===== config.mk =====
export PLATFORM = sky130hd
export DESIGN_NAME = ccpa_top
export DESIGN_NICKNAME = d
export VERILOG_FILES = /design/src/core/ccpa_top.v /design/src/core/ccpa_value_mem.v
export VERILOG_INCLUDE_DIRS = /design/src /design/src/core
export SDC_FILE = /design/constraint.sdc
export NUM_CORES = 1
export LEC_CHECK = 0
export ABC_AREA = 1
export BUFFER_PORTS_ARGS = -buffer_cell sky130_fd_sc_hd__buf_2
export CELL_PAD_IN_SITES_DETAIL_PLACEMENT = 1
export CELL_PAD_IN_SITES_GLOBAL_PLACEMENT = 1
export CORE_MARGIN = 3
export CORE_UTILIZATION = 47
export CTS_CLUSTER_DIAMETER = 40
export DETAILED_ROUTE_END_ITERATION = 7
export GPL_ROUTABILITY_DRIVEN = 0
export PLACE_DENSITY_LB_ADDON = 0.25
export REMOVE_ABC_BUFFERS = 1
export SYNTH_ARGS = -nofsm -noshare
export SYNTH_HDL_FRONTEND = slang
export SYNTH_SLANG_ARGS = --single-unit

===== constraint.sdc =====
create_clock -name clk_i -period 2.82 [get_ports clk_i]
set_input_delay 0.423 -clock clk_i [delete_from_list [all_inputs] [get_ports clk_i]]
set_output_delay 0.423 -clock clk_i [all_outputs]
set_load 0.01 [all_outputs]

===== src/core/ccpa_consts.vh =====
`ifndef CCPA_CONSTS_VH
`define CCPA_CONSTS_VH

// ---------------------------------------------------------------
// Register byte addresses (6-bit address space)
// ---------------------------------------------------------------
`define CCPA_A_MODE     6'h00
`define CCPA_A_CNT_HI   6'h04
`define CCPA_A_CNT_LO   6'h05
`define CCPA_A_TSC      6'h06
`define CCPA_A_PSC      6'h0d
`define CCPA_A_CFLG     6'h0e
`define CCPA_A_VAL_BASE 6'h10
`define CCPA_A_ACCTL    6'h20
`define CCPA_A_ACFLG    6'h21
`define CCPA_A_ACCNT_HI 6'h22
`define CCPA_A_ACCNT_LO 6'h23

// ---------------------------------------------------------------
// Field positions
// ---------------------------------------------------------------
`define CCPA_TSC_EN     7
`define CCPA_PA_EN      6
`define CCPA_PA_MOD     5
`define CCPA_PA_EDGE    4
`define CCPA_PA_CLK_HI  3
`define CCPA_PA_CLK_LO  2
`define CCPA_PA_OVI     1
`define CCPA_PA_INI     0
`define CCPA_FLG_OVF    1
`define CCPA_FLG_INF    0

// ---------------------------------------------------------------
// Reset values and codes
// ---------------------------------------------------------------
`define CCPA_RST8       8'h00
`define CCPA_RST16      16'h0000
`define CCPA_CLK_PRESC  2'b00
`define CCPA_CLK_PA     2'b01
`define CCPA_CLK_PA256  2'b10
`define CCPA_CLK_PA64K  2'b11

// ---------------------------------------------------------------
// Timing counts
// ---------------------------------------------------------------
`define CCPA_DIV64_MASK 7'h3f
`define CCPA_LOW_FULL   8'hff
`define CCPA_WORD_FULL  16'hffff

`endif


===== src/core/ccpa_top.v =====
// Chosen here: the Wishbone interface to the registers.
`timescale 1ns/10ps
`default_nettype none
`include "ccpa_consts.vh"

// Overview of operation
// Channels capture counter or drive compare action
// Value writes stored only in compare mode
// Channel values reset to zero
// Software accesses high byte before low
// Accumulator enable independent of timer enable
// Accumulator input is channel seven pin
// Mode bit: event count or gated time
// Event mode edge polarity selects counted edge
// Gated level enables div64; trailing edge flags
// Div64 tick only while timer enabled
// Clock select picks counter clock source
// Accumulator off forces prescaler clock
// Clock select change takes effect immediately
// Overflow flag with enable requests interrupt
// Input flag with enable requests interrupt
// Control register readable, writable any time
// Count wrap sets overflow flag
// Count synchronized active input edges
// Gated mode counts div64 ticks while active
module ccpa_top (
   input  wire       clk_i,
   input  wire       rst_i,
   input  wire       wb_cyc_i,
   input  wire       wb_stb_i,
   input  wire       wb_we_i,
   input  wire [5:0] wb_adr_i,
   input  wire [7:0] wb_dat_i,
   input  wire       wb_sel_i,
   output reg  [7:0] wb_dat_o,
   output reg        wb_ack_o,
   input  wire [7:0] chan_pin_i,
   output reg  [7:0] chan_out_o,
   output reg  [7:0] chan_flag_o,
   output reg        pa_irq_o
);

   // ------------------------------------------------------------
   // Helpers
   // ------------------------------------------------------------
   // Prescaler stage mask for a divide by two to the power sel
   function [6:0] presc_mask;
      input [2:0] sel;
      begin
         presc_mask = (7'h01 << sel) - 7'h01;
      end
   endfunction

   // Edge of the selected polarity: pol 1 rising, 0 falling
   function edge_of;
      input pol;
      input now;
      input was;
      begin
         edge_of = pol ? (now & ~was) : (~now & was);
      end
   endfunction

   // ------------------------------------------------------------
   // State
   // ------------------------------------------------------------
   reg  [7:0]   channel_mode_select;
   reg          main_timer_enable;
   reg  [2:0]   presc_sel;
   reg  [7:0]   pulse_accum_control;
   reg          accumulator_overflow_flag;
   reg          input_edge_flag;
   reg  [15:0]  accumulator_count;
   reg  [15:0]  free_count;
   reg  [6:0]   presc_cnt;
   reg  [7:0]   pin_s1;
   reg  [7:0]   pin_s2;
   reg  [7:0]   pin_s3;
   reg          tick_d;
   reg          pend;
   reg  [7:0]   rd_buf;
   reg  [7:0]   wr_buf;
   wire [15:0]  mem_rd;
   wire [127:0] mem_all;
   reg  [7:0]   val_wr_en;
   reg  [7:0]   cap_en;
   reg  [7:0]   cmp_hit;
   integer      i;

   // ------------------------------------------------------------
   // Bus decode
   // ------------------------------------------------------------
   // Two-cycle answer: the value memory reads through a register
   wire req      = wb_cyc_i & wb_stb_i;
   wire wr_stb   = pend & wb_we_i & wb_sel_i;
   wire rd_stb   = pend & ~wb_we_i;
   wire is_val   = (wb_adr_i[5:4] == `CCPA_A_VAL_BASE >> 4);
   wire flag_clr = main_timer_enable | pulse_accum_control[`CCPA_PA_EN];
   wire pa_en    = pulse_accum_control[`CCPA_PA_EN];
   wire pa_mod   = pulse_accum_control[`CCPA_PA_MOD];
   wire pa_edge  = pulse_accum_control[`CCPA_PA_EDGE];
   wire [1:0] clk_sel = pulse_accum_control[`CCPA_PA_CLK_HI:`CCPA_PA_CLK_LO];

   // Bus phase: pend one cycle, then ack one cycle
   always @(posedge clk_i) begin
      if (rst_i) begin
         pend     <= 1'b0;
         wb_ack_o <= 1'b0;
      end else begin
         pend     <= req & ~pend & ~wb_ack_o;
         wb_ack_o <= pend;
      end
   end

   // ------------------------------------------------------------
   // Prescaler and input synchronisers
   // ------------------------------------------------------------
   // New divisor acts at the next point where masked stages are all ones
   wire presc_tick = main_timer_enable &
                     ((presc_cnt & presc_mask(presc_sel)) == presc_mask(presc_sel));
   // div64 needs timer
   wire div64_tick = main_timer_enable &
                     ((presc_cnt & `CCPA_DIV64_MASK) == `CCPA_DIV64_MASK);

   always @(posedge clk_i) begin
      if (rst_i) begin
         presc_cnt <= 7'h00;
         pin_s1    <= `CCPA_RST8;
         pin_s2    <= `CCPA_RST8;
         pin_s3    <= `CCPA_RST8;
      end else begin
         presc_cnt <= main_timer_enable ? presc_cnt + 7'h01 : 7'h00;
         pin_s1    <= chan_pin_i;
         pin_s2    <= pin_s1;
         pin_s3    <= pin_s2;
      end
   end

   // ------------------------------------------------------------
   // Pulse accumulator
   // ------------------------------------------------------------
   // channel seven pin
   wire pa_now  = pin_s2[7];
   wire pa_was  = pin_s3[7];
   // edge polarity
   wire ev_edge = edge_of(pa_edge, pa_now, pa_was);
   // trailing gate edge
   wire trail   = edge_of(~pa_edge, ~pa_now, ~pa_was);
   wire gate_on = pa_edge ? ~pa_now : pa_now;
   // mode select
   // gated ticks
   wire pa_inc  = pa_en & (pa_mod ? (div64_tick & gate_on) : ev_edge);
   wire inf_set = pa_en & (pa_mod ? trail : ev_edge);
   wire ovf_set = pa_inc & (accumulator_count == `CCPA_WORD_FULL);
   wire wr_pafl = wr_stb & (wb_adr_i == `CCPA_A_ACFLG) & flag_clr;
   // event mode runs without timer
   // count edges
   always @(posedge clk_i) begin
      if (rst_i) begin
         accumulator_count <= `CCPA_RST16;
      end else if (wr_stb & (wb_adr_i == `CCPA_A_ACCNT_LO)) begin
         accumulator_count <= {wr_buf, wb_dat_i};
      end else if (pa_inc) begin
         accumulator_count <= accumulator_count + 16'h0001;
      end
   end

   // Set wins over a same-cycle clear
   // wrap sets overflow
   always @(posedge clk_i) begin
      if (rst_i) begin
         accumulator_overflow_flag <= 1'b0;
         input_edge_flag           <= 1'b0;
      end else begin
         accumulator_overflow_flag <= ovf_set |
            (accumulator_overflow_flag & ~(wr_pafl & wb_dat_i[`CCPA_FLG_OVF]));
         input_edge_flag <= inf_set |
            (input_edge_flag & ~(wr_pafl & wb_dat_i[`CCPA_FLG_INF]));
      end
   end

   // overflow request
   // input request
   always @(posedge clk_i) begin
      if (rst_i) begin
         pa_irq_o <= 1'b0;
      end else begin
         pa_irq_o <= (accumulator_overflow_flag & pulse_accum_control[`CCPA_PA_OVI]) |
                     (input_edge_flag & pulse_accum_control[`CCPA_PA_INI]);
      end
   end

   // ------------------------------------------------------------
   // Free-running counter clock select
   // ------------------------------------------------------------
   // clock source
   // disabled forces prescaler
   // no boundary wait
   reg cnt_tick;
   always @* begin
      cnt_tick = presc_tick;
      if (pa_en) begin
         case (clk_sel)
            `CCPA_CLK_PRESC: cnt_tick = presc_tick;
            `CCPA_CLK_PA:    cnt_tick = pa_inc;
            `CCPA_CLK_PA256: cnt_tick = pa_inc &
                                        (accumulator_count[7:0] == `CCPA_LOW_FULL);
            `CCPA_CLK_PA64K: cnt_tick = ovf_set;
            default:         cnt_tick = presc_tick;
         endcase
      end
   end

   always @(posedge clk_i) begin
      if (rst_i) begin
         free_count <= `CCPA_RST16;
         tick_d     <= 1'b0;
      end else begin
         tick_d <= cnt_tick;
         if (cnt_tick) begin
            free_count <= free_count + 16'h0001;
         end
      end
   end

   // ------------------------------------------------------------
   // Capture and compare per channel
   // ------------------------------------------------------------
   // Capture on rising synchronised edges only; channels have no edge select
   always @* begin
      val_wr_en = 8'h00;
      cap_en    = 8'h00;
      cmp_hit   = 8'h00;
      for (i = 0; i < 8; i = i + 1) begin
         // capture or compare
         cap_en[i]  = main_timer_enable & ~channel_mode_select[i] &
                      pin_s2[i] & ~pin_s3[i];
         cmp_hit[i] = main_timer_enable & channel_mode_select[i] & tick_d &
                      (mem_all[i*16 +: 16] == free_count);
         // compare-only writes
         val_wr_en[i] = wr_stb & is_val & wb_adr_i[0] &
                        (wb_adr_i[3:1] == i[2:0]) & channel_mode_select[i];
      end
   end

   ccpa_value_mem u_mem (
      .clk_i     (clk_i),
      .rst_i     (rst_i),
      .wr_en_i   (val_wr_en),
      .wr_val_i  ({wr_buf, wb_dat_i}),
      .cap_en_i  (cap_en),
      .cap_val_i (free_count),
      .rd_idx_i  (wb_adr_i[3:1]),
      .rd_val_o  (mem_rd),
      .all_val_o (mem_all)
   );

   // Compare toggles the output; capture and compare both flag
   always @(posedge clk_i) begin
      if (rst_i) begin
         chan_out_o  <= `CCPA_RST8;
         chan_flag_o <= `CCPA_RST8;
      end else begin
         chan_out_o  <= chan_out_o ^ cmp_hit;
         chan_flag_o <= cap_en | cmp_hit | (chan_flag_o &
            ~((wr_stb & (wb_adr_i == `CCPA_A_CFLG) & flag_clr) ? wb_dat_i : 8'h00));
      end
   end

   // ------------------------------------------------------------
   // Control registers
   // ------------------------------------------------------------
   // any-time access
   always @(posedge clk_i) begin
      if (rst_i) begin
         channel_mode_select <= `CCPA_RST8;
         main_timer_enable   <= 1'b0;
         presc_sel           <= 3'h0;
         pulse_accum_control <= `CCPA_RST8;
         wr_buf              <= `CCPA_RST8;
      end else if (wr_stb) begin
         case (wb_adr_i)
            `CCPA_A_MODE:     channel_mode_select <= wb_dat_i;
            `CCPA_A_TSC:      main_timer_enable <= wb_dat_i[`CCPA_TSC_EN];
            `CCPA_A_PSC:      presc_sel <= wb_dat_i[2:0];
            `CCPA_A_ACCTL:    pulse_accum_control <= {1'b0, wb_dat_i[6:0]};
            `CCPA_A_ACCNT_HI: wr_buf <= wb_dat_i;
            default: begin
               // High half of a value word waits for its low half
               if (is_val & ~wb_adr_i[0]) begin
                  wr_buf <= wb_dat_i;
               end
            end
         endcase
      end
   end

   // ------------------------------------------------------------
   // Read data
   // ------------------------------------------------------------
   // Low byte comes from the buffer, so out-of-order reads see stale data
   always @(posedge clk_i) begin
      if (rst_i) begin
         wb_dat_o <= `CCPA_RST8;
         rd_buf   <= `CCPA_RST8;
      end else if (rd_stb) begin
         case (wb_adr_i)
            `CCPA_A_MODE:     wb_dat_o <= channel_mode_select;
            `CCPA_A_CNT_HI: begin
               wb_dat_o <= free_count[15:8];
               rd_buf   <= free_count[7:0];
            end
            `CCPA_A_CNT_LO:   wb_dat_o <= rd_buf;
            `CCPA_A_TSC:      wb_dat_o <= {main_timer_enable, 7'h00};
            `CCPA_A_PSC:      wb_dat_o <= {5'h00, presc_sel};
            `CCPA_A_CFLG:     wb_dat_o <= chan_flag_o;
            `CCPA_A_ACCTL:    wb_dat_o <= pulse_accum_control;
            `CCPA_A_ACFLG:    wb_dat_o <= {6'h00, accumulator_overflow_flag,
                                           input_edge_flag};
            `CCPA_A_ACCNT_HI: begin
               wb_dat_o <= accumulator_count[15:8];
               rd_buf   <= accumulator_count[7:0];
            end
            `CCPA_A_ACCNT_LO: wb_dat_o <= rd_buf;
            default: begin
               if (is_val & ~wb_adr_i[0]) begin
                  wb_dat_o <= mem_rd[15:8];
                  rd_buf   <= mem_rd[7:0];
               end else if (is_val) begin
                  wb_dat_o <= rd_buf;
               end else begin
                  wb_dat_o <= 8'h00;
               end
            end
         endcase
      end
   end
endmodule

`default_nettype wire


===== src/core/ccpa_value_mem.v =====
`timescale 1ns/10ps
`default_nettype none

// Eight 16-bit channel value words, registered read port
module ccpa_value_mem (
   input  wire         clk_i,
   input  wire         rst_i,
   input  wire [7:0]   wr_en_i,
   input  wire [15:0]  wr_val_i,
   input  wire [7:0]   cap_en_i,
   input  wire [15:0]  cap_val_i,
   input  wire [2:0]   rd_idx_i,
   output reg  [15:0]  rd_val_o,
   output wire [127:0] all_val_o
);

   reg [15:0] mem [0:7];
   integer    k;

   // Flat view feeds the comparators of every channel at once
   genvar g;
   generate
      for (g = 0; g < 8; g = g + 1) begin : flat
         assign all_val_o[g*16 +: 16] = mem[g];
      end
   endgenerate

   // ------------------------------------------------------------
   // Storage
   // ------------------------------------------------------------
   // zero at reset
   always @(posedge clk_i) begin
      if (rst_i) begin
         for (k = 0; k < 8; k = k + 1) begin
            mem[k] <= `CCPA_RST16;
         end
         rd_val_o <= `CCPA_RST16;
      end else begin
         for (k = 0; k < 8; k = k + 1) begin
            // capture latch
            if (cap_en_i[k]) begin
               mem[k] <= cap_val_i;
            end else if (wr_en_i[k]) begin
               mem[k] <= wr_val_i;
            end
         end
         rd_val_o <= mem[rd_idx_i];
      end
   end

endmodule

`default_nettype wire


; ---- After elaboration in Yosys (flattened, before gate mapping)
; Memories as Yosys holds them, arrays and structs flattened. A register that Yosys moved wholly into a read port is not among the register bits.
; Cells that the tools add are included.
[totals]
ff_bits = 128
ramBits = 128
input_bits = 28
out_inout_bits = 26
memories = 1
[op_classes]
addsub = 4
n_eq_ne = 32
shift = 1
mux = 89
bitwise = 145
n_reduce_logical = 16
[mem_list]
columns = name, words, width, rd, rd_ports_with_merged_regs, write_ports, line_no
row1 = u_mem.mem, 8, 16, 9, 1, 8, ccpa_value_mem.v:17  ; reg [15:0] mem [0:7];
[op_table]
columns = operator, n
row1 = 16-bit two-way mux, 18
row2 = 16-bit equality test, 8
row3 = 1-bit bitwise AND, 93
row4 = 8-bit one-hot mux with 9 select lines, 1
row5 = 1-bit two-way mux, 62
row6 = 8-bit two-way mux, 5
row7 = "16-bit by 1-bit adder with 16-bit output, second input constant", 2
row8 = "6-bit equality test, second input constant", 5
row9 = 1-bit inverter, 26
row10 = 8-bit one-hot mux with 3 select lines, 1
row11 = 1-bit bitwise OR, 20
row12 = "6-bit by 3-bit equality test with 1-bit output, second input constant", 3
row13 = "16-bit equality test, second input constant", 1
row14 = 8-bit bitwise OR, 2
row15 = 8-bit one-hot mux with 2 select lines, 1
row16 = "3-bit equality test, second input constant", 4
row17 = "6-bit by 4-bit equality test with 1-bit output, second input constant", 2
row18 = 8-bit bitwise AND, 1
row19 = "8-bit equality test, second input constant", 1
row20 = 8-bit inverter, 1
row21 = 2-bit AND reduction, 4
row22 = 8-bit OR reduction, 1
row23 = 8-bit XOR, 1
row24 = "7-bit by 1-bit adder with 7-bit output, second input constant", 1
row25 = 17 further kinds, 23

; ---- Longest topological paths before layout
; Gate-level depths: netlist (run 1).
[depth]
ltp_word = 11
depth_mapped = 14

; ---- By module
; A second synthesis (run 1) with hierarchy kept.
[hier_totals]
cells_unflattened = 2107
hier_area_um2 = 15962.8
[modules_own_cells]
columns = module, instances, cells_each, area_per_inst_um2, seq_area_each_um2
row1 = ccpa_value_mem, 1, 972, 8026.4, 4164.0
row2 = ccpa_top, 1, 1135, 7936.4, 2562.5

; ---- Least setup slack after synthesis (run 1)
; Ideal clock, no wire load.
[synth_timing]
kind = input to register
start = input wb_sel_i
end = memory u_mem.mem[5][0] (enable)
setup_ns = 0.375
arrival_time_ns = 1.755
t_required_ns = 2.445
slack_ns = 0.690
cell_stages = 7
n_path_buf = 1
path_cell_list = nand3_1 > inv_2 > nand2_1 > nor2_2 > nand4_1 > buf_2 > nand3_1
[synth_rtl]
columns = item, line_no
row1 = "start, declared", ccpa_top.v:34  ; input wire wb_sel_i,
row2 = "end, declared", ccpa_value_mem.v:17

; ---- Worst setup path after layout (run 1)
[layout_timing]
start = register free_count[7]
end = register free_count[14]
[layout_via]
elab_chain_len = 1
[layout_rtl]
columns = item, line_no
row1 = "start, declared", ccpa_top.v:74  ; reg [15:0] free_count;
row2 = "start signal, assigned", ccpa_top.v:216  ; free_count <= `CCPA_RST16;
row3 = "start signal, assigned", ccpa_top.v:221  ; free_count <= free_count + 16'h0001;
row4 = 16-bit by 1-bit adder with 16-bit output, ccpa_top.v:221
; No other way between the ends.
; A chain may end at the register's enable or synchronous reset.

==> results.txt, run 1 <==
io pins -> 54
Lkg Pwr -> 0.006498 uW
DP HPWL -> 43.49 mm
ranking of synthesized cells by area -> edfxtp_1 (26%), dfxtp_1 (19%), nand2_1 (9.4%), nor2_1 (4.9%), nand3_1 (4.2%)
Setup CP Type -> reg2reg
CP Cell Sequence -> clkinv_1, nor3_1, nand3_1, xor2_1, nand2_1, a21oi_1
met2 Usage GRT -> 56.95%
Mapped Cells -> 1877
top_reg_cell synth -> dfxtp_1
Pwr Total -> 10300 uW
total gr overflow -> 0
die height -> 183.6 um
hold_buf cts -> 0
Yosys warning total -> 0
FMAX -> 0.4164 GHz
hold path depth -> 3
internal power -> 7755 uW
GRT met3 Usage -> 7.202%
Max VDD drop -> 0.4417 mV
number of synthesized flops with an enable pin -> 128
synthesized flop and latch total -> 272
clk_lat worst skew -> 0.55 ns
final worst path period need -> 2.402 ns
Iter 0 DRT Violations -> 1711
CP max FO -> 12
Netlist cell types -> 51
clk root buf -> clkbuf_16
FF/Latch Area -> 0.006726 mm2
# rows -> 64
final setup vio count -> 0
core area -> 0.03083 mm2
WP data required -> 3.21 ns
clock-pin slew on the worst setup and hold paths -> 0.05 ns
Worst-Margin Slew -> 0.9369 ns
ys async rst share -> 0%
worst r2r src -> free_count[7]
residual DRC count -> 0
commonest cells after routing, fill and taps aside -> nand2_1 (372), nor2_1 (191), inv_1 (152)
clock share of power -> 52.6%
Hold Path Origin -> chan_pin_i[7]
Synth top area share -> 25.94%
Slew Viols, Final -> 0
crit path max-delay cell type -> dfxtp_1
Arrival @ worst endpoint -> 2.79 ns
GRT busiest layer -> met2
clk buf depth -> 3
P&R area growth vs syn -> 14.99%
Tot GR Track Use -> 35.98%
largest area contributor in the netlist -> edfxtp_1
clk sinks -> 272
largest net degree at the start of global routing -> 105
Post-CTS Setup Inserts -> 0
crit-path max cell delay -> 0.74 ns
vias per inst -> 6.317
H-tree levels -> 2
Psw -> 2544 uW
Post-Synthesis Cell Area -> 0.01482 mm2
RSZ-0062 raised after global routing -> no
Slew headroom -> 37.46%
worst min path class -> in2reg
vias in the first global route -> 15070
pwr dens -> 604.4 mW/mm2
Reg2Reg Depth -> 6
syn_area_per_cell -> 7.895 um2
sw frac -> 24.71%
Hold WS -> 0.08365 ns
GR Util met1 -> 46.75%
Die ar. -> 0.03370 mm2
final antenna-violating net count -> 0
fin crit share -> 85.16%
Max Cap Viol -> 0
Crit. End Element -> flop
post-cts gate resize count -> 0
Num CTS Buffers -> 44
Layout Skew -> 0.01191 ns
Hold Path End -> pin_s1[7]
commonest non-fill, non-tap cell in the layout -> nand2_1
multi-input logic area -> 0.006863 mm2
Reg power frac -> 41.8%
sequential share of the synthesized area -> 45.39%
worst r2r dst -> free_count[14]
drt total wl -> 61.12 mm
share of cells above drive strength 1 -> 13.44%
CP startpoint kind -> flop
CTS tree -> yes
final-stage net count -> 1967
FF-to-FF setup slack -> 0.42 ns
WL/cell -> 25.81 um
die width -> 183.6 um
drt pass-1 iters -> 6
power share of the combinational group -> 5.6%
status -> completed
initial antenna violation count -> 3
Port Buffers -> 53
via count -> 14960
Starting Density -> 48.07%
Final Hold Fails -> 0
fill count -> 3779
global-route wire length before repair -> 92.09 mm
[per-stage QoR]
step                      util [%]  setup WS, ns  area, um2  cells  TNS (ns)
after global routing         55.26        0.1771      17040   2367         0
after CTS                    55.26        0.4634      17040   2367         0
after floorplan                  -       -0.1660      14270   1772    -2.773
after detailed placement     50.42        0.4815      15540   2285         0
after global placement       50.42        0.5324      15540   2285         0
final                        55.27        0.4184      17040   2368         0
[worst max-delay path by stage]
stage | startpoint | endpoint
5_1_grt | presc_sel[1] | free_count[0]
3_3_place_gp | presc_sel[2] | free_count[0]
6_report | free_count[7] | free_count[14]
2_1_floorplan | wb_adr_i[2] | u_mem.mem[0][0]
4_1_cts | presc_sel[2] | free_count[0]
3_5_place_dp | presc_sel[2] | free_count[0]
[area by class of cell]
type                    instances  area share (%)
diodes                          1         0.01469
clock buffers                  55           7.372
clock inverters                27           1.395
inverters                     182           4.024
multi-input cells            1318           40.27
flip-flops and latches        272           39.47
well taps                     396           2.908
repair buffers                117           4.538
[kinds of logic (layout without fill, tap and decap cells)]
family                     after synthesis  after routing  synth area share (%)
and+or+nand+nor                        814            814                 24.48
AOI/OAI and AO/OA                      394            394                 15.21
buffers and inverters                  287            381                 8.316
DFF                                    272            272                 45.39
xor gates and xnor gates               106            106                 6.265
adders and majority gates                4              4                0.3377
other                                    0              1                     0
[synth_stat cells (12+ instances only)]
library cell	instances
buf_2	50
nor3_1	24
nand2_1	372
nand3_1	124
a31oi_1	16
o22ai_1	94
clkinv_1	12
nor2_1	192
nand4_1	38
edfxtp_1	128
inv_2	17
xnor2_1	46
o21ai_0	96
a21oi_1	103
clkbuf_1	36
inv_1	152
a22oi_1	21
dfxtp_1	144
xor2_1	60
nor2_2	12
o21ai_1	37
or2_2	15
[worst max-delay path, delay by kind of cell (launching register included)]
kind	cells	cell delay (ns)
compound gates	1	0.06
xor+xnor	1	0.16
simple gates	3	0.68
buf+inv	1	0.60
flops	1	0.74
[power by group through the flow]
stage / clock, uW / sequential [uW] / combinational [uW]
floorplan: 0 / 4350 / 291
CTS: 5440 / 4300 / 559
detailed placement: 0 / 4380 / 549
finish: 5420 / 4310 / 577
global route: 5630 / 4310 / 610
global placement: 0 / 4380 / 536
[metal layers]
| metal | vias to the layer above | wire [um] |
|---|---|---|
| li1 | 6502 | - |
| met1 | 7336 | 23780 |
| met2 | 875 | 27340 |
| met3 | 243 | 6190 |
| met4 | 2 | 3791 |
| met5 | - | 13 |
[state kept, by name (all words and copies together), names as in the netlist, 16 cells and up]
| register | count |
|---|---|
| accumulator_count | 16 |
| free_count | 16 |
| u_mem.mem | 128 |
| u_mem.rd_val_o | 16 |
Note: power is estimated with default switching activity, not from simulation.
==> inputs of run 2 (changes only) <==
- ABC_AREA: 1 -> 0
- CORE_UTILIZATION: 47 -> 50
==> run 2 against run 1 <==
  * Combinational power down 9.5%
  * Critical endpoint is now free_count[6]
  * Non-clock buffer count up 21
  * Core utilization up 5.4 points
  * Highest routed layer unchanged
==> results.txt, run 2 <==
status -> completed (unchanged)
WP data required -> 3.24 ns (was 3.21 ns)
clk sinks -> 272 (unchanged)
RSZ-0062 raised after global routing -> no (unchanged)
Metal-1 WL -> 20.06 mm (was 23.78 mm)
worst min path class -> in2reg (unchanged)
Port Buffers -> 53 (unchanged)
residual DRC count -> 0 (unchanged)
Netlist cell types -> 58 (was 51)
Hold Path End -> pin_s1[7] (unchanged)
drt total wl -> 51.90 mm (was 61.12 mm)
Pwr Total -> 10320 uW (was 10300 uW)
die height -> 173.8 um (was 183.6 um)
Yosys warning total -> 0 (unchanged)
die width -> 173.8 um (was 183.6 um)
Die ar. -> 0.03019 mm2 (was 0.03370 mm2)
via count -> 11890 (was 14960)
Max VDD drop -> 0.5465 mV (was 0.4417 mV)
H-tree levels -> 2 (unchanged)
DP HPWL -> 34.97 mm (was 43.49 mm)
synthesized flop and latch total -> 272 (unchanged)
Layout Skew -> 0.01897 ns (was 0.01191 ns)
initial antenna violation count -> 2 (was 3)
final setup vio count -> 0 (unchanged)
Largest register FFs -> 128 (unchanged)
Post-Place Cells -> 1699 (was 2285)
vias in the first global route -> 12250 (was 15070)
Synth top area share -> 27.32% (was 25.94%)
clk_lat worst skew -> 0.53 ns (was 0.55 ns)
vias per inst -> 6.688 (was 6.317)
Reg2Reg Depth -> 8 (was 6)
Tot GR Track Use -> 33.68% (was 35.98%)
WL/cell -> 29.19 um (was 25.81 um)
P&R area growth vs syn -> 17.76% (was 14.99%)
Num CTS Buffers -> 42 (was 44)
Post-Synthesis Cell Area -> 0.01407 mm2 (was 0.01482 mm2)
final worst path period need -> 2.686 ns (was 2.402 ns)
final-stage net count -> 1403 (was 1967)
post-cts gate resize count -> 0 (unchanged)
CP max FO -> 30 (was 12)
FMAX -> 0.3722 GHz (was 0.4164 GHz)
global-route wire length before repair -> 77.55 mm (was 92.09 mm)
Iter 0 DRT Violations -> 1445 (was 1711)
FF-to-FF setup slack -> 0.13 ns (was 0.42 ns)
syn_area_per_cell -> 10.66 um2 (was 7.895 um2)
setup ws final -> 0.1336 ns (was 0.4184 ns)
Placed Area -> 0.01504 mm2 (was 0.01554 mm2)
Final Cell Area -> 0.01657 mm2 (was 0.01704 mm2)
core area -> 0.02733 mm2 (was 0.03083 mm2)
clk root buf -> clkbuf_16 (unchanged)
Crit. End Element -> flop (unchanged)
Slew headroom -> 41.92% (was 37.46%)
worst r2r src -> presc_sel[2] (was free_count[7])
CP startpoint kind -> flop (unchanged)
Slew Viols, Final -> 0 (unchanged)
share of cells above drive strength 1 -> 18.58% (was 13.44%)
Top reg by flops -> u_mem.mem (unchanged)
io pins -> 54 (unchanged)
number of synthesized flops with an enable pin -> 128 (unchanged)
Final TNS setup -> 0 ns (unchanged)
Max Cap Viol -> 0 (unchanged)
Worst-Margin Slew -> 0.8700 ns (was 0.9369 ns)
final antenna-violating net count -> 0 (unchanged)
drt pass-1 iters -> 6 (unchanged)
worst r2r dst -> free_count[6] (was free_count[14])
met3 WL -> 4.477 mm (was 6.190 mm)
largest net degree at the start of global routing -> 91 (was 105)
most common cell in the netlist -> dfxtp_1 (was nand2_1)
# rows -> 60 (was 64)
Hold Path Origin -> chan_pin_i[7] (unchanged)
clock-pin slew on the worst setup and hold paths -> 0.05 ns (about the same)
total gr overflow -> 0 (unchanged)
top_reg_cell synth -> dfxtp_1 (unchanged)
clk buf depth -> 3 (unchanged)
pre-CTS WS -> 0.02692 ns (was 0.4815 ns)
pwr dens -> 622.8 mW/mm2 (was 604.4 mW/mm2)
hold_buf cts -> 0 (unchanged)
fill count -> 2884 (was 3779)
fin crit share -> 95.26% (was 85.16%)
commonest cells after routing, fill and taps aside -> dfxtp_1 (143), edfxtp_1 (128), nor2_1 (126) (was nand2_1 (372), nor2_1 (191), inv_1 (152))
Arrival @ worst endpoint -> 3.11 ns (was 2.79 ns)
Setup CP Type -> reg2reg (unchanged)
Lkg Pwr -> 0.005949 uW (was 0.006498 uW)
hold path depth -> 2 (was 3)
CTS tree -> yes (unchanged)
ranking of synthesized cells by area -> edfxtp_1 (27%), dfxtp_1 (20%), xnor2_1 (6.5%), a22o_1 (6.0%), mux4_2 (5.1%) (was edfxtp_1 (26%), dfxtp_1 (19%), nand2_1 (9.4%), nor2_1 (4.9%), nand3_1 (4.2%))
Synth top cells by count -> dfxtp_1 (144), edfxtp_1 (128), nor2_1 (126), xnor2_1 (105), clkbuf_1 (99) (was nand2_1 (372), nor2_1 (192), inv_1 (152), dfxtp_1 (144), edfxtp_1 (128))
Starting Density -> 51.49% (was 48.07%)
ys async rst share -> 0% (unchanged)
sequential share of the synthesized area -> 47.81% (was 45.39%)
Final Hold Fails -> 0 (unchanged)
commonest non-fill, non-tap cell in the layout -> dfxtp_1 (was nand2_1)
largest area contributor in the netlist -> edfxtp_1 (unchanged)
Post-CTS Setup Inserts -> 0 (unchanged)
fin cells -> 1778 (was 2368)
highest metal used -> met5 (unchanged)
routed wl met2 -> 24.41 mm (was 27.34 mm)
Mapped Cells -> 1320 (was 1877)
==> run 2: changes by cell type after synthesis, moves of 66 or more <==
cell,before,now
a22o_1,0,96
inv_1,152,7
nand2_1,372,86
nand3_1,124,27
nor2_1,192,126
o21ai_0,96,17
o22ai_1,94,0
==> run 2: worst max-delay path, cell delays in order (launching register included) <==
cell and delay [ns]:
dfxtp_1 0.33, or3_1 0.38, ha_1 0.30, o2111ai_1 0.11
a211o_1 0.27, o32a_1 0.33, buf_12 0.17, nor4b_4 0.30
mux2_2 0.37
==> run 2: cell families (layout without fill, tap and decap cells) <==
group	after synthesis	in the layout	synth area share, %
xor gates and xnor gates	156	156	9.711
AOI/OAI and AO/OA	250	250	13.32
and+or+nand+nor	402	402	15.05
DFF	272	272	47.81
muxes	98	98	9.844
other	0	1	0
buffers and inverters	138	223	3.913
adders and majority gates	4	4	0.3557
==> run 2: final cells by class <==
type                            instances  area (um2)  area share [%]
Sequential cell                       272        6728           40.61
Antenna cell                            1       2.502         0.01510
Tap cell                              372       465.4           2.809
Clock buffer                           55        1226           7.401
Timing Repair Buffer                  138        1022           6.170
Inverter                                7       26.28          0.1586
Multi-Input combinational cell        910        6829           41.22
Clock inverter                         23       269.0           1.624
==> run 2: power breakdown <==
part	leakage, uW	switching (uW)	total, uW	internal (uW)
sequential	0.00249	69.4	4300	4230
clock	0.000728	1960	5500	3540
combinational	0.00273	330	522	192
total	0.00595	2360	10300	7960
==> run 2: per-stage QoR <==
step / utilization (%) / hold slack (ns)
after floorplan: - / 0.4138
after global placement: 55.04 / 0.4051
after detailed placement: 55.04 / 0.4201
after CTS: 60.51 / 0.09089
after global routing: 60.63 / 0.1002
final: 60.63 / 0.1047
==> run 2: routing by layer <==
metal	up-vias	GRT usage, %
met3	188	6.176
met2	689	53.95
met5	-	0
met4	2	17.59
met1	6006	43.66
li1	5006	-
==> run 2: worst max-delay path by stage <==
| stage | from | endpoint | slack [ns] | depth (start not counted) |
|---|---|---|---|---|
| CTS | presc_sel[2] | free_count[6] | 0.03 | 8 |
| finish | presc_sel[2] | free_count[6] | 0.13 | 8 |
| floorplan | presc_sel[2] | free_count[6] | 0.03 | 8 |
| global route | presc_sel[2] | free_count[15] | 0.04 | 8 |
| detailed placement | presc_sel[2] | free_count[6] | 0.03 | 8 |
| global placement | presc_sel[2] | free_count[6] | 0.12 | 8 |
